## src/common/tcp_pkg.sv

```systemverilog
// package: register map, field layout and codes of the timer clock block
package tcp_pkg;
	localparam int ADDR_W = 3;
	localparam logic [2:0] OFS_CLK_SEL = 3'h0;
	localparam logic [2:0] OFS_CONTROL = 3'h1;
	localparam logic [2:0] OFS_CONFIG = 3'h2;
	localparam logic [2:0] OFS_COUNT = 3'h3;
	localparam logic [2:0] OFS_PERIOD = 3'h4;
	localparam logic [7:0] RST_CLK_SEL = 8'h00;
	localparam logic [7:0] RST_CONTROL = 8'h00;
	localparam logic [7:0] RST_CONFIG = 8'h00;
	localparam logic [7:0] RST_COUNT = 8'h00;
	localparam logic [7:0] RST_PERIOD = 8'hff;
	localparam int CTL_RUN_BIT = 7;
	localparam int CTL_PS_LSB = 4;
	localparam int CTL_POST_LSB = 0;
	localparam int CFG_SYNC_BIT = 0;
	localparam int CFG_ONESHOT_BIT = 1;
	localparam int SRC_NUM = 10;
	// clock select codes
	localparam logic [3:0] CS_FOSC4 = 4'h0;
	localparam logic [3:0] CS_FOSC = 4'h1;
	localparam logic [3:0] CS_HFOSC = 4'h2;
	localparam logic [3:0] CS_LFOSC = 4'h3;
	localparam logic [3:0] CS_ZCD = 4'h4;
	localparam logic [3:0] CS_MFOSC = 4'h5;
	localparam logic [3:0] CS_PIN = 4'h6;
	localparam logic [3:0] CS_LC1 = 4'h7;
	localparam logic [3:0] CS_LC4 = 4'ha;
	localparam logic [3:0] CS_ANGULAR = 4'hb;
	localparam logic [1:0] FOSC4_LAST = 2'h3;
	localparam int OSC_LF = 0;
	localparam int OSC_MF = 1;
	localparam int OSC_HF = 2;
endpackage

```

## src/common/tcp_tick_if.sv

```systemverilog
// interface: tick chain from clock selector through prescaler to the core
`timescale 1ns/10ps
`default_nettype none
interface tcp_tick_if;
	logic raw_tick;
	logic pre_tick;
	logic run;
	logic [3:0] clk_sel;
	logic [2:0] ps_field;
	modport sel (input clk_sel, output raw_tick);
	modport pre (input raw_tick, input run, input ps_field, output pre_tick);
	modport core (input pre_tick, output run, output clk_sel, output ps_field);
endinterface
`default_nettype wire

```

## src/tcp_clk_sel.sv

```systemverilog
// clock source selector: turns the chosen source into one-cycle ticks
`timescale 1ns/10ps
`default_nettype none
module tcp_clk_sel (
	input wire logic ref_clk,
	input wire logic rst_n,
	input wire logic [tcp_pkg::SRC_NUM-1:0] src_in,
	tcp_tick_if.sel tk
);
	import tcp_pkg::*;

	logic [SRC_NUM-1:0] src_prev_q;
	logic [1:0] div_q;
	logic tick_q;
	logic sel_d;

	// source levels of the last cycle, for rising-edge detection
	always_ff @(posedge ref_clk) begin
		if (!rst_n) begin
			src_prev_q <= '0;
			div_q <= 2'h0;
		end else begin
			src_prev_q <= src_in;
			div_q <= div_q + 2'h1;
		end
	end

	// code to source; reserved codes give no tick
	always_comb begin
		sel_d = 1'b0;
		if (tk.clk_sel == CS_FOSC4) begin
			sel_d = (div_q == FOSC4_LAST);
		end else if (tk.clk_sel == CS_FOSC) begin
			sel_d = 1'b1;
		end else if (tk.clk_sel <= CS_ANGULAR) begin
			sel_d = src_in[tk.clk_sel - CS_HFOSC] & ~src_prev_q[tk.clk_sel - CS_HFOSC];
		end
	end

	always_ff @(posedge ref_clk) begin
		if (!rst_n) begin
			tick_q <= 1'b0;
		end else begin
			tick_q <= sel_d;
		end
	end
	assign tk.raw_tick = tick_q;

	a_fosc_every: assert property (@(posedge ref_clk) disable iff (!rst_n)
		tk.clk_sel == CS_FOSC |=> tick_q) else $error("system clock source missed a tick");
	a_fosc4_rate: assert property (@(posedge ref_clk) disable iff (!rst_n)
		tk.clk_sel == CS_FOSC4 && div_q != FOSC4_LAST
		|=> !tick_q) else $error("divided clock ticked early");
	a_reserved_quiet: assert property (@(posedge ref_clk) disable iff (!rst_n)
		tk.clk_sel > CS_ANGULAR |=> !tick_q) else $error("reserved source ticked");
endmodule
`default_nettype wire

```

## src/tcp_scaler.sv

```systemverilog
// prescaler: divides source ticks by a power of two
`timescale 1ns/10ps
`default_nettype none
module tcp_scaler #(
	parameter int CNT_W = 7
) (
	input wire logic ref_clk,
	input wire logic rst_n,
	tcp_tick_if.pre tk
);
	import tcp_pkg::*;

	logic [CNT_W-1:0] pcnt_q;
	logic [CNT_W-1:0] last_w;
	logic tick_q;

	// terminal count is 2^field - 1
	assign last_w = CNT_W'((1 << tk.ps_field) - 1);

	// counter held cleared while stopped so a restart begins a full period
	always_ff @(posedge ref_clk) begin
		if (!rst_n) begin
			pcnt_q <= '0;
			tick_q <= 1'b0;
		end else if (!tk.run) begin
			pcnt_q <= '0;
			tick_q <= 1'b0;
		end else if (tk.raw_tick) begin
			pcnt_q <= (pcnt_q >= last_w) ? '0 : pcnt_q + 1'b1;
			tick_q <= (pcnt_q >= last_w);
		end else begin
			tick_q <= 1'b0;
		end
	end
	assign tk.pre_tick = tick_q;

	a_pre_ratio: assert property (@(posedge ref_clk) disable iff (!rst_n)
		tk.run && tk.raw_tick && pcnt_q < last_w |=> !tick_q) else $error("prescaler fired early");
	a_pre_stop: assert property (@(posedge ref_clk) disable iff (!rst_n)
		!tk.run |=> pcnt_q == '0 && !tick_q) else $error("prescaler not cleared");
endmodule
`default_nettype wire

```

## src/tcp_timer.sv

```systemverilog
// timer core: registers, period counter, postscaler and sleep handling
// Functional notes
// - sync set: no counting during sleep
// - sync set sleep: count and period frozen
// - sync clear: counts in sleep while clocked
// - chosen internal oscillator kept running in sleep
// - codes 0..5 pick system clocks, oscillators, zero-cross
// - 6 pin, 7..a logic cells, b angular
// - clock select upper nibble reads zero
// - prescale divides by two to the field
// - postscale divides matches by field plus one
// - run bit cleared by hardware in one-shot
// - count equal period clears on next tick
//
// The address-and-strobe port and the placing of the registers were chosen for this implementation.
`timescale 1ns/10ps
`default_nettype none
module tcp_timer (
	input wire logic ref_clk,
	input wire logic rst_n,
	input wire logic [tcp_pkg::ADDR_W-1:0] addr,
	input wire logic [7:0] wr_data,
	input wire logic wr_en,
	input wire logic rd_en,
	output logic [7:0] rd_data,
	input wire logic sleep,
	input wire logic [tcp_pkg::SRC_NUM-1:0] src_in,
	output logic period_match,
	output logic postscaled,
	output logic [2:0] osc_keep
);
	import tcp_pkg::*;

	tcp_tick_if tk ();

	logic [3:0] clk_sel_q;
	logic run_q;
	logic [2:0] ps_q;
	logic [3:0] post_q;
	logic sync_q;
	logic oneshot_q;
	logic [7:0] count_q;
	logic [7:0] period_q;
	logic [3:0] post_cnt_q;
	logic [7:0] rd_data_q;
	logic match_q;
	logic post_out_q;
	logic [2:0] osc_keep_q;
	logic frozen_w;
	logic step_w;
	logic hit_w;
	logic wr_ctl_w;

	tcp_clk_sel u_sel (
		.ref_clk(ref_clk),
		.rst_n(rst_n),
		.src_in(src_in),
		.tk(tk)
	);

	tcp_scaler u_pre (
		.ref_clk(ref_clk),
		.rst_n(rst_n),
		.tk(tk)
	);

	assign tk.run = run_q;
	assign tk.clk_sel = clk_sel_q;
	assign tk.ps_field = ps_q;

	// a synchronised timer depends on the core clock, which stops in sleep
	assign frozen_w = sync_q && sleep;
	assign step_w = tk.pre_tick && run_q && !frozen_w;
	assign hit_w = step_w && (count_q == period_q);
	assign wr_ctl_w = wr_en && addr == OFS_CONTROL;

	// clock select and configuration registers
	always_ff @(posedge ref_clk) begin
		if (!rst_n) begin
			clk_sel_q <= RST_CLK_SEL[3:0];
			sync_q <= RST_CONFIG[CFG_SYNC_BIT];
			oneshot_q <= RST_CONFIG[CFG_ONESHOT_BIT];
		end else if (wr_en && addr == OFS_CLK_SEL) begin
			clk_sel_q <= wr_data[3:0];
		end else if (wr_en && addr == OFS_CONFIG) begin
			sync_q <= wr_data[CFG_SYNC_BIT];
			oneshot_q <= wr_data[CFG_ONESHOT_BIT];
		end
	end

	// control register; a software write of run wins over the hardware clear
	always_ff @(posedge ref_clk) begin
		if (!rst_n) begin
			run_q <= RST_CONTROL[CTL_RUN_BIT];
			ps_q <= RST_CONTROL[CTL_PS_LSB +: 3];
			post_q <= RST_CONTROL[CTL_POST_LSB +: 4];
		end else if (wr_ctl_w) begin
			run_q <= wr_data[CTL_RUN_BIT];
			ps_q <= wr_data[CTL_PS_LSB +: 3];
			post_q <= wr_data[CTL_POST_LSB +: 4];
		end else if (oneshot_q && hit_w) begin
			run_q <= 1'b0;
		end
	end

	// period register; writes ignored while frozen in sleep
	always_ff @(posedge ref_clk) begin
		if (!rst_n) begin
			period_q <= RST_PERIOD;
		end else if (wr_en && addr == OFS_PERIOD && !frozen_w) begin
			period_q <= wr_data;
		end
	end

	// count register: wraps to zero on the same tick as a period match, when the tick finds count equal to period
	always_ff @(posedge ref_clk) begin
		if (!rst_n) begin
			count_q <= RST_COUNT;
		end else if (wr_en && addr == OFS_COUNT && !frozen_w) begin
			count_q <= wr_data;
		end else if (hit_w) begin
			count_q <= 8'h00;
		end else if (step_w) begin
			count_q <= count_q + 8'h01;
		end
	end

	// postscaler counts period matches; cleared while stopped
	always_ff @(posedge ref_clk) begin
		if (!rst_n) begin
			post_cnt_q <= 4'h0;
			post_out_q <= 1'b0;
			match_q <= 1'b0;
		end else if (!run_q) begin
			post_cnt_q <= 4'h0;
			post_out_q <= 1'b0;
			match_q <= 1'b0;
		end else begin
			match_q <= hit_w;
			post_out_q <= hit_w && (post_cnt_q >= post_q);
			if (hit_w) begin
				post_cnt_q <= (post_cnt_q >= post_q) ? 4'h0 : post_cnt_q + 4'h1;
			end
		end
	end

	// oscillator keep-alive requests during sleep
	always_ff @(posedge ref_clk) begin
		if (!rst_n) begin
			osc_keep_q <= 3'h0;
		end else begin
			osc_keep_q[OSC_LF] <= sleep && clk_sel_q == CS_LFOSC;
			osc_keep_q[OSC_MF] <= sleep && clk_sel_q == CS_MFOSC;
			osc_keep_q[OSC_HF] <= sleep && clk_sel_q == CS_HFOSC;
		end
	end

	// read port: data stand the cycle after the strobe, zero otherwise
	always_ff @(posedge ref_clk) begin
		if (!rst_n) begin
			rd_data_q <= 8'h00;
		end else if (!rd_en) begin
			rd_data_q <= 8'h00;
		end else if (addr == OFS_CLK_SEL) begin
			rd_data_q <= {4'h0, clk_sel_q};
		end else if (addr == OFS_CONTROL) begin
			rd_data_q <= {run_q, ps_q, post_q};
		end else if (addr == OFS_CONFIG) begin
			rd_data_q <= {6'h00, oneshot_q, sync_q};
		end else if (addr == OFS_COUNT) begin
			rd_data_q <= count_q;
		end else if (addr == OFS_PERIOD) begin
			rd_data_q <= period_q;
		end else begin
			rd_data_q <= 8'h00;
		end
	end

	assign rd_data = rd_data_q;
	assign period_match = match_q;
	assign postscaled = post_out_q;
	assign osc_keep = osc_keep_q;

	// helper state for the checks: frozen-sleep snapshot and match tally
	logic [7:0] frz_len_q;
	logic [7:0] frz_count_q;
	logic [7:0] frz_period_q;
	logic [4:0] mseen_q;
	logic mok_q;

	// snapshot at the first frozen cycle, so a sleep of any length is checked
	always_ff @(posedge ref_clk) begin
		if (!rst_n) begin
			frz_len_q <= 8'h00;
			frz_count_q <= RST_COUNT;
			frz_period_q <= RST_PERIOD;
		end else if (!frozen_w) begin
			frz_len_q <= 8'h00;
		end else begin
			if (frz_len_q == 8'h00) begin
				frz_count_q <= count_q;
				frz_period_q <= period_q;
			end
			if (frz_len_q != 8'hff) begin
				frz_len_q <= frz_len_q + 8'h01;
			end
		end
	end

	// matches since the last postscaled pulse; a reprogram mid-run voids the tally
	always_ff @(posedge ref_clk) begin
		if (!rst_n) begin
			mseen_q <= 5'h00;
			mok_q <= 1'b1;
		end else if (!run_q) begin
			mseen_q <= 5'h00;
			mok_q <= 1'b1;
		end else begin
			if (match_q) begin
				mseen_q <= post_out_q ? 5'h00 : mseen_q + 5'h01;
			end
			if (wr_ctl_w) begin
				mok_q <= 1'b0;
			end
		end
	end

	// sleep handling and oscillator keep-alive
	a_sleep_hold: assert property (@(posedge ref_clk) disable iff (!rst_n)
		sync_q && sleep
		|=> count_q == $past(count_q)) else $error("count moved in sleep");
	a_period_frozen: assert property (@(posedge ref_clk) disable iff (!rst_n)
		sync_q && sleep
		|=> $stable(period_q)) else $error("period moved in sleep");
	a_frozen_snap: assert property (@(posedge ref_clk) disable iff (!rst_n)
		frz_len_q != 8'h00
		|-> count_q == frz_count_q && period_q == frz_period_q) else $error("frozen value drifted");
	a_frozen_write: assert property (@(posedge ref_clk) disable iff (!rst_n)
		frozen_w && wr_en && addr == OFS_COUNT
		|=> count_q == $past(count_q)) else $error("count written in sleep");
	a_count_step: assert property (@(posedge ref_clk) disable iff (!rst_n)
		!sync_q && run_q && tk.pre_tick && count_q != period_q && !wr_en
		|=> count_q == $past(count_q) + 8'h01) else $error("count failed to step");
	a_wake_count: assert property (@(posedge ref_clk) disable iff (!rst_n)
		!sync_q && sleep && step_w && !hit_w && !wr_en
		|=> count_q == $past(count_q) + 8'h01) else $error("count stopped in sleep");
	a_osc_keep: assert property (@(posedge ref_clk) disable iff (!rst_n)
		sleep && clk_sel_q == CS_LFOSC
		|=> osc_keep_q[OSC_LF]) else $error("osc not kept");
	a_osc_mf: assert property (@(posedge ref_clk) disable iff (!rst_n)
		sleep && clk_sel_q == CS_MFOSC
		|=> osc_keep_q[OSC_MF]) else $error("medium osc not kept");
	a_osc_hf: assert property (@(posedge ref_clk) disable iff (!rst_n)
		sleep && clk_sel_q == CS_HFOSC
		|=> osc_keep_q[OSC_HF]) else $error("high osc not kept");
	a_osc_awake: assert property (@(posedge ref_clk) disable iff (!rst_n)
		!sleep
		|=> osc_keep_q == 3'h0) else $error("osc kept while awake");

	// register writes and read-back
	a_sel_write: assert property (@(posedge ref_clk) disable iff (!rst_n)
		wr_en && addr == OFS_CLK_SEL
		|=> clk_sel_q == $past(wr_data[3:0])) else $error("clock select not stored");
	a_sel_upper: assert property (@(posedge ref_clk) disable iff (!rst_n)
		rd_en && addr == OFS_CLK_SEL
		|=> rd_data_q[7:4] == 4'h0) else $error("upper bits set");
	a_rd_sel: assert property (@(posedge ref_clk) disable iff (!rst_n)
		rd_en && addr == OFS_CLK_SEL
		|=> rd_data_q == {4'h0, $past(clk_sel_q)}) else $error("clock select misread");
	a_period_write: assert property (@(posedge ref_clk) disable iff (!rst_n)
		wr_en && addr == OFS_PERIOD && !frozen_w
		|=> period_q == $past(wr_data)) else $error("period write lost");
	a_run_write: assert property (@(posedge ref_clk) disable iff (!rst_n)
		wr_ctl_w
		|=> run_q == $past(wr_data[CTL_RUN_BIT])) else $error("run write lost");
	a_oneshot_stop: assert property (@(posedge ref_clk) disable iff (!rst_n)
		oneshot_q && hit_w && !wr_en
		|=> !run_q ##1 !match_q) else $error("run not cleared");
	a_oneshot_keep: assert property (@(posedge ref_clk) disable iff (!rst_n)
		!oneshot_q && hit_w && !wr_en
		|=> run_q) else $error("run dropped in continuous mode");

	// period match, wrap and postscaler
	a_match_cause: assert property (@(posedge ref_clk) disable iff (!rst_n)
		match_q
		|-> $past(step_w) && $past(count_q) == $past(period_q)) else $error("match without equal");
	a_wrap_zero: assert property (@(posedge ref_clk) disable iff (!rst_n)
		hit_w && !wr_en
		|=> count_q == 8'h00 && match_q) else $error("count did not wrap");
	a_post_ratio: assert property (@(posedge ref_clk) disable iff (!rst_n)
		post_out_q
		|-> match_q) else $error("postscaled without match");
	a_post_wrap: assert property (@(posedge ref_clk) disable iff (!rst_n)
		run_q && hit_w && post_cnt_q >= post_q
		|=> post_out_q && post_cnt_q == 4'h0) else $error("postscaler did not fire");
	a_post_tally: assert property (@(posedge ref_clk) disable iff (!rst_n)
		post_out_q && mok_q
		|-> mseen_q == {1'b0, post_q}) else $error("postscale ratio wrong");
	a_stop_clear: assert property (@(posedge ref_clk) disable iff (!rst_n)
		!run_q
		|=> post_cnt_q == 4'h0) else $error("postscaler not cleared");
	a_stop_keep: assert property (@(posedge ref_clk) disable iff (!rst_n)
		!run_q && !wr_en
		|=> $stable(count_q)) else $error("count moved while stopped");
endmodule
`default_nettype wire
```

## config.mk

```make
export PLATFORM = sky130hd
export DESIGN_NAME = tcp_timer
export DESIGN_NICKNAME = d
export VERILOG_FILES = /design/src/common/tcp_pkg.sv /design/src/common/tcp_tick_if.sv /design/src/tcp_clk_sel.sv /design/src/tcp_scaler.sv /design/src/tcp_timer.sv
export SDC_FILE = /design/constraint.sdc
export NUM_CORES = 1
export LEC_CHECK = 0
export BUFFER_PORTS_ARGS = -buffer_cell sky130_fd_sc_hd__buf_2
export CELL_PAD_IN_SITES_DETAIL_PLACEMENT = 0
export CELL_PAD_IN_SITES_GLOBAL_PLACEMENT = 2
export CORE_UTILIZATION = 28
export CTS_BUF_LIST = sky130_fd_sc_hd__clkbuf_2 sky130_fd_sc_hd__clkbuf_4 sky130_fd_sc_hd__clkbuf_8
export DETAILED_ROUTE_END_ITERATION = 10
export PLACE_DENSITY = 0.77
export SYNTH_ARGS = -nofsm -noshare
export SYNTH_HDL_FRONTEND = slang
export SYNTH_HIERARCHICAL = 1
export SYNTH_SLANG_ARGS = --single-unit
```

## constraint.sdc

```tcl
create_clock -name ref_clk -period 1.9 [get_ports ref_clk]
set_clock_uncertainty 0.1 [all_clocks]
set_input_delay 0.285 -clock ref_clk [delete_from_list [all_inputs] [get_ports ref_clk]]
set_output_delay 0.285 -clock ref_clk [all_outputs]
set_load 0.02 [all_outputs]
```

==> metrics.log <==
[metrics] result of the run: finished, violations left
[metrics] violations in the final reports: negative setup slack
[metrics] met3 Track Usage GR: 3.77%
[metrics] pin count of the biggest net entering global routing: 30
[metrics] number of I/O port buffers: 38
[metrics] first-pass GRT wire length: 14.7 mm
[metrics] final hold viol count: 0
[metrics] clock root buffer: sky130_fd_sc_hd__clkbuf_8
[metrics] most area-hungry cell type in the Yosys netlist: sky130_fd_sc_hd__dfxtp_1
[metrics] post-layout utilization of the core: 35.8%
[metrics] clock tree from TritonCTS: done
[metrics] Routed Wire Length: 8.72 mm
[metrics] max-capacitance violation count: 0
[metrics] level count of the clock H-tree: 3
[metrics] global route overflow: 0
[metrics] part of the total power dissipated in combinational logic: 9.4%
[metrics] minimum setup slack in the final design: -0.0830 ns
[metrics] Tmin final: 1.98 ns
[metrics] post-route cell area: 4320 µm²
[metrics] Skew-Pair Late Insertion Delay: 0.34 ns
[metrics] area of the core: 12,100 µm²
[metrics] synth cell count leaders: sky130_fd_sc_hd__dfxtp_1, sky130_fd_sc_hd__nand2_1, sky130_fd_sc_hd__nor2_1
[metrics] Reg clk slew, reported paths: 0.07 ns
[metrics] async set-or-reset flop fraction in the synthesized netlist: 0%
[metrics] Seq/Total Area, Yosys: 39.1%
[metrics] post-synth top area share: 39.1%
[metrics] via total after detailed routing: 2,984
[metrics] top area cells in the synthesized netlist: sky130_fd_sc_hd__dfxtp_1, sky130_fd_sc_hd__nand2_1, sky130_fd_sc_hd__ha_1
[metrics] wire per inst: 13.6 µm
[metrics] number of standard cells after synthesis: 403
[metrics] Post-synth EDFFs: 0
[metrics] clock net sink count: 68
[metrics] setup repair after global routing missed its margin: yes
[metrics] Antenna Cells: 0
[metrics] Finished Layout Cells: 639
[metrics] dominant register cell in the synthesized netlist: sky130_fd_sc_hd__dfxtp_1
[metrics] final max-slew violation count: 0
[metrics] routability congestion estimate: 0.784
[metrics] starting utilization of the core area: 28.8%
[metrics] Switching Power: 708 µW
[metrics] die area: 12,900 µm²
[metrics] total placed instance area: 4050 µm²
[metrics] worst slack on hold paths: 0.0517 ns
[metrics] placed wire-length estimate after detailed placement: 6.56 mm
[metrics] x dimension of the die: 113 µm
[metrics] Slew headroom: 69.7%
[metrics] count of routing violations after the opening detailed-route iteration: 114
[metrics] Final Setup Violations: 1
[metrics] cell-internal power: 2390 µW
[metrics] Top Ports: 39
[metrics] die height: 113 µm
[metrics] worst min-delay path class: input pin to flip-flop
[metrics] # Post-CTS Setup Buffers: 0
[metrics] final-stage net count: 510
[metrics] Pwr Density: 716 nW/µm²
[metrics] proportion of power drawn by flip-flops and latches: 48.1%
[metrics] Filler cells: 1,275
[metrics] Total Power: 3090 µW
[metrics] element type at the critical path start: flip-flop
[metrics] number of flip-flops and latches in the synthesized netlist: 68
[metrics] TritonCTS buffer count: 9
[metrics] area of the multi-input gates: 2050 µm²
[metrics] Netlist cell types: 53
[metrics] clock tree buffer depth: 2
[metrics] data arrival time at the worst-slack endpoint: 2.17 ns
[metrics] net count of the mapped netlist: 445
[metrics] mean number of vias per cell: 4.67
[metrics] antenna violations before repair: 0
[metrics] critical path type: flip-flop to flip-flop
[metrics] layout cells sized above 1: 22.9%
[metrics] GRT Overall Usage: 14.7%
[metrics] Max Fclk: 0.504 GHz
[metrics] kind of capture point of the worst setup path: flip-flop
[metrics] actual slew at the worst max-slew pin: 0.453 ns
[metrics] # rows: 40
[metrics] Yosys warning total: 6
[metrics] largest fanout on the critical path: 2
[metrics] area overhead of the layout relative to synthesis: 24.1%
[metrics] number of detailed-route iterations in the first pass: 4
[metrics] static power due to leakage: 0.00174 µW
[metrics] area of all sequential standard cells: 1370 µm²
[metrics] count of hold buffers inserted by post-cts repair: 0
[metrics] met2 Resource Use GR: 23.6%
[metrics] Routed Antenna Nets: 0
[metrics] vias in the first global route: 2,891
[metrics] data required time at the worst endpoint: 2.08 ns
[metrics] post-route fraction of the period consumed by the critical path: 104%
[metrics] global-route layer with the greatest usage: met2
[metrics] clock group share of total power: 42.5%
[metrics] mean instance size in the synthesized netlist: 8.63 µm²
[metrics] global-route track usage on met1: 19.1%
[metrics] post-placement cell count: 625
[metrics] DRC violations left: 0
[metrics] netlist area before placement: 3480 µm²
[metrics] Switching Fraction: 22.9%
[metrics] most instantiated library cell after synthesis: sky130_fd_sc_hd__dfxtp_1
[metrics] maximum ir drop on the vdd rail: 0.370 mV
==> sequential cells by signal, summed over array words and instances (netlist names), 2 cells and up <==
signal            flops
post_cnt_q            4
count_q               8
u_sel/div_q           2
osc_keep              3
rd_data               8
u_pre/pcnt_q          7
u_sel/src_prev_q     10
ps_q                  3
clk_sel_q             4
post_q                4
period_q              8
==> cell families after synthesis <==
logic type / Yosys count / synth area share [%]
simple gates: 186 / 27.4
compound gates: 70 / 14.7
flops: 68 / 39.1
buf+inv: 28 / 3.67
xor+xnor: 21 / 5.29
fa+ha+maj: 16 / 5.76
mux: 14 / 4.03
==> per-layer routing <==
metal	up-vias	share of wire, %
met2	59	47
met5	-	0
met4	0	0.63
met3	4	4.0
met1	1386	49
li1	1535	-
==> placed cells by master (no fill, tap or decap), types with 3 or more instances in the layout <==
| master | n |
|---|---|
| sky130_fd_sc_hd__o21ai_0 | 7 |
| sky130_fd_sc_hd__clkbuf_8 | 10 |
| sky130_fd_sc_hd__inv_1 | 12 |
| sky130_fd_sc_hd__dfxtp_2 | 3 |
| sky130_fd_sc_hd__nand3_1 | 20 |
| sky130_fd_sc_hd__a31oi_1 | 3 |
| sky130_fd_sc_hd__buf_2 | 38 |
| sky130_fd_sc_hd__o2111ai_1 | 3 |
| sky130_fd_sc_hd__xnor2_1 | 8 |
| sky130_fd_sc_hd__xor2_1 | 13 |
| sky130_fd_sc_hd__ha_1 | 15 |
| sky130_fd_sc_hd__a21o_1 | 3 |
| sky130_fd_sc_hd__nand2_1 | 60 |
| sky130_fd_sc_hd__nor3_2 | 4 |
| sky130_fd_sc_hd__nand2b_1 | 10 |
| sky130_fd_sc_hd__mux2i_1 | 14 |
| sky130_fd_sc_hd__and3_1 | 4 |
| sky130_fd_sc_hd__nor2b_1 | 9 |
| sky130_fd_sc_hd__nor2_1 | 32 |
| sky130_fd_sc_hd__nor3_1 | 9 |
| sky130_fd_sc_hd__or3b_1 | 3 |
| sky130_fd_sc_hd__buf_4 | 30 |
| sky130_fd_sc_hd__nand4_1 | 3 |
| sky130_fd_sc_hd__a21oi_1 | 17 |
| sky130_fd_sc_hd__a21boi_0 | 10 |
| sky130_fd_sc_hd__dfxtp_1 | 65 |
| sky130_fd_sc_hd__o2bb2ai_1 | 7 |
| sky130_fd_sc_hd__and2_1 | 12 |
==> final timing paths <==
| path | end | depth (start not counted) | start | slack [ns] |
|---|---|---|---|---|
| setup / recovery | post_cnt_q[3] | 7 | post_cnt_q[0] | -0.08 |
| hold / removal | u_sel/src_prev_q[2] | 2 | src_in[2] | 0.05 |
| setup reg to reg | post_cnt_q[3] | 7 | post_cnt_q[0] | -0.08 |
| hold reg to reg | u_sel/div_q[0] | 1 | u_sel/div_q[0] | 0.33 |
==> power by group through the flow <==
stage / Combinational [µW] / Clock, µW / Sequential [µW]
3_5_place_dp: 288 / 0 / 1520
4_1_cts: 290 / 1360 / 1490
5_1_grt: 323 / 1410 / 1490
6_report: 290 / 1310 / 1490
2_1_floorplan: 169 / 0 / 1520
3_3_place_gp: 288 / 0 / 1520
==> cell type report <==
cell class | count | area share (%)
clock buffer | 12 | 3.54
clock inverter | 2 | 1.39
inverter | 13 | 1.13
multi-input combinational | 307 | 47.4
sequential | 68 | 31.6
tap | 168 | 4.87
timing repair buffer | 69 | 10.1
==> per-stage QoR <==
stage / TNS (ns) / setup WS [ns]
floorplan: -0.0511 / -0.0511
global placement: -0.0126 / -0.0126
detailed placement: -0.0587 / -0.0587
CTS: -0.0810 / -0.0810
global route: -0.191 / -0.140
finish: -0.0830 / -0.0830
==> timing repair <==
action	in CTS	in global routing
endpoints found under the setup margin	1	11
gates resized for setup	0	14
pin swaps	0	7
==> critical path: stages (launching register included) <==
cell and delay [ns]:
sky130_fd_sc_hd__dfxtp_2 0.33, sky130_fd_sc_hd__inv_2 0.04, sky130_fd_sc_hd__ha_4 0.22, sky130_fd_sc_hd__nand2b_4 0.13, sky130_fd_sc_hd__a2111o_1 0.43, sky130_fd_sc_hd__nand2_2 0.08
sky130_fd_sc_hd__or4b_4 0.46, sky130_fd_sc_hd__a21oi_2 0.13
(Power assumes the default switching activity.)
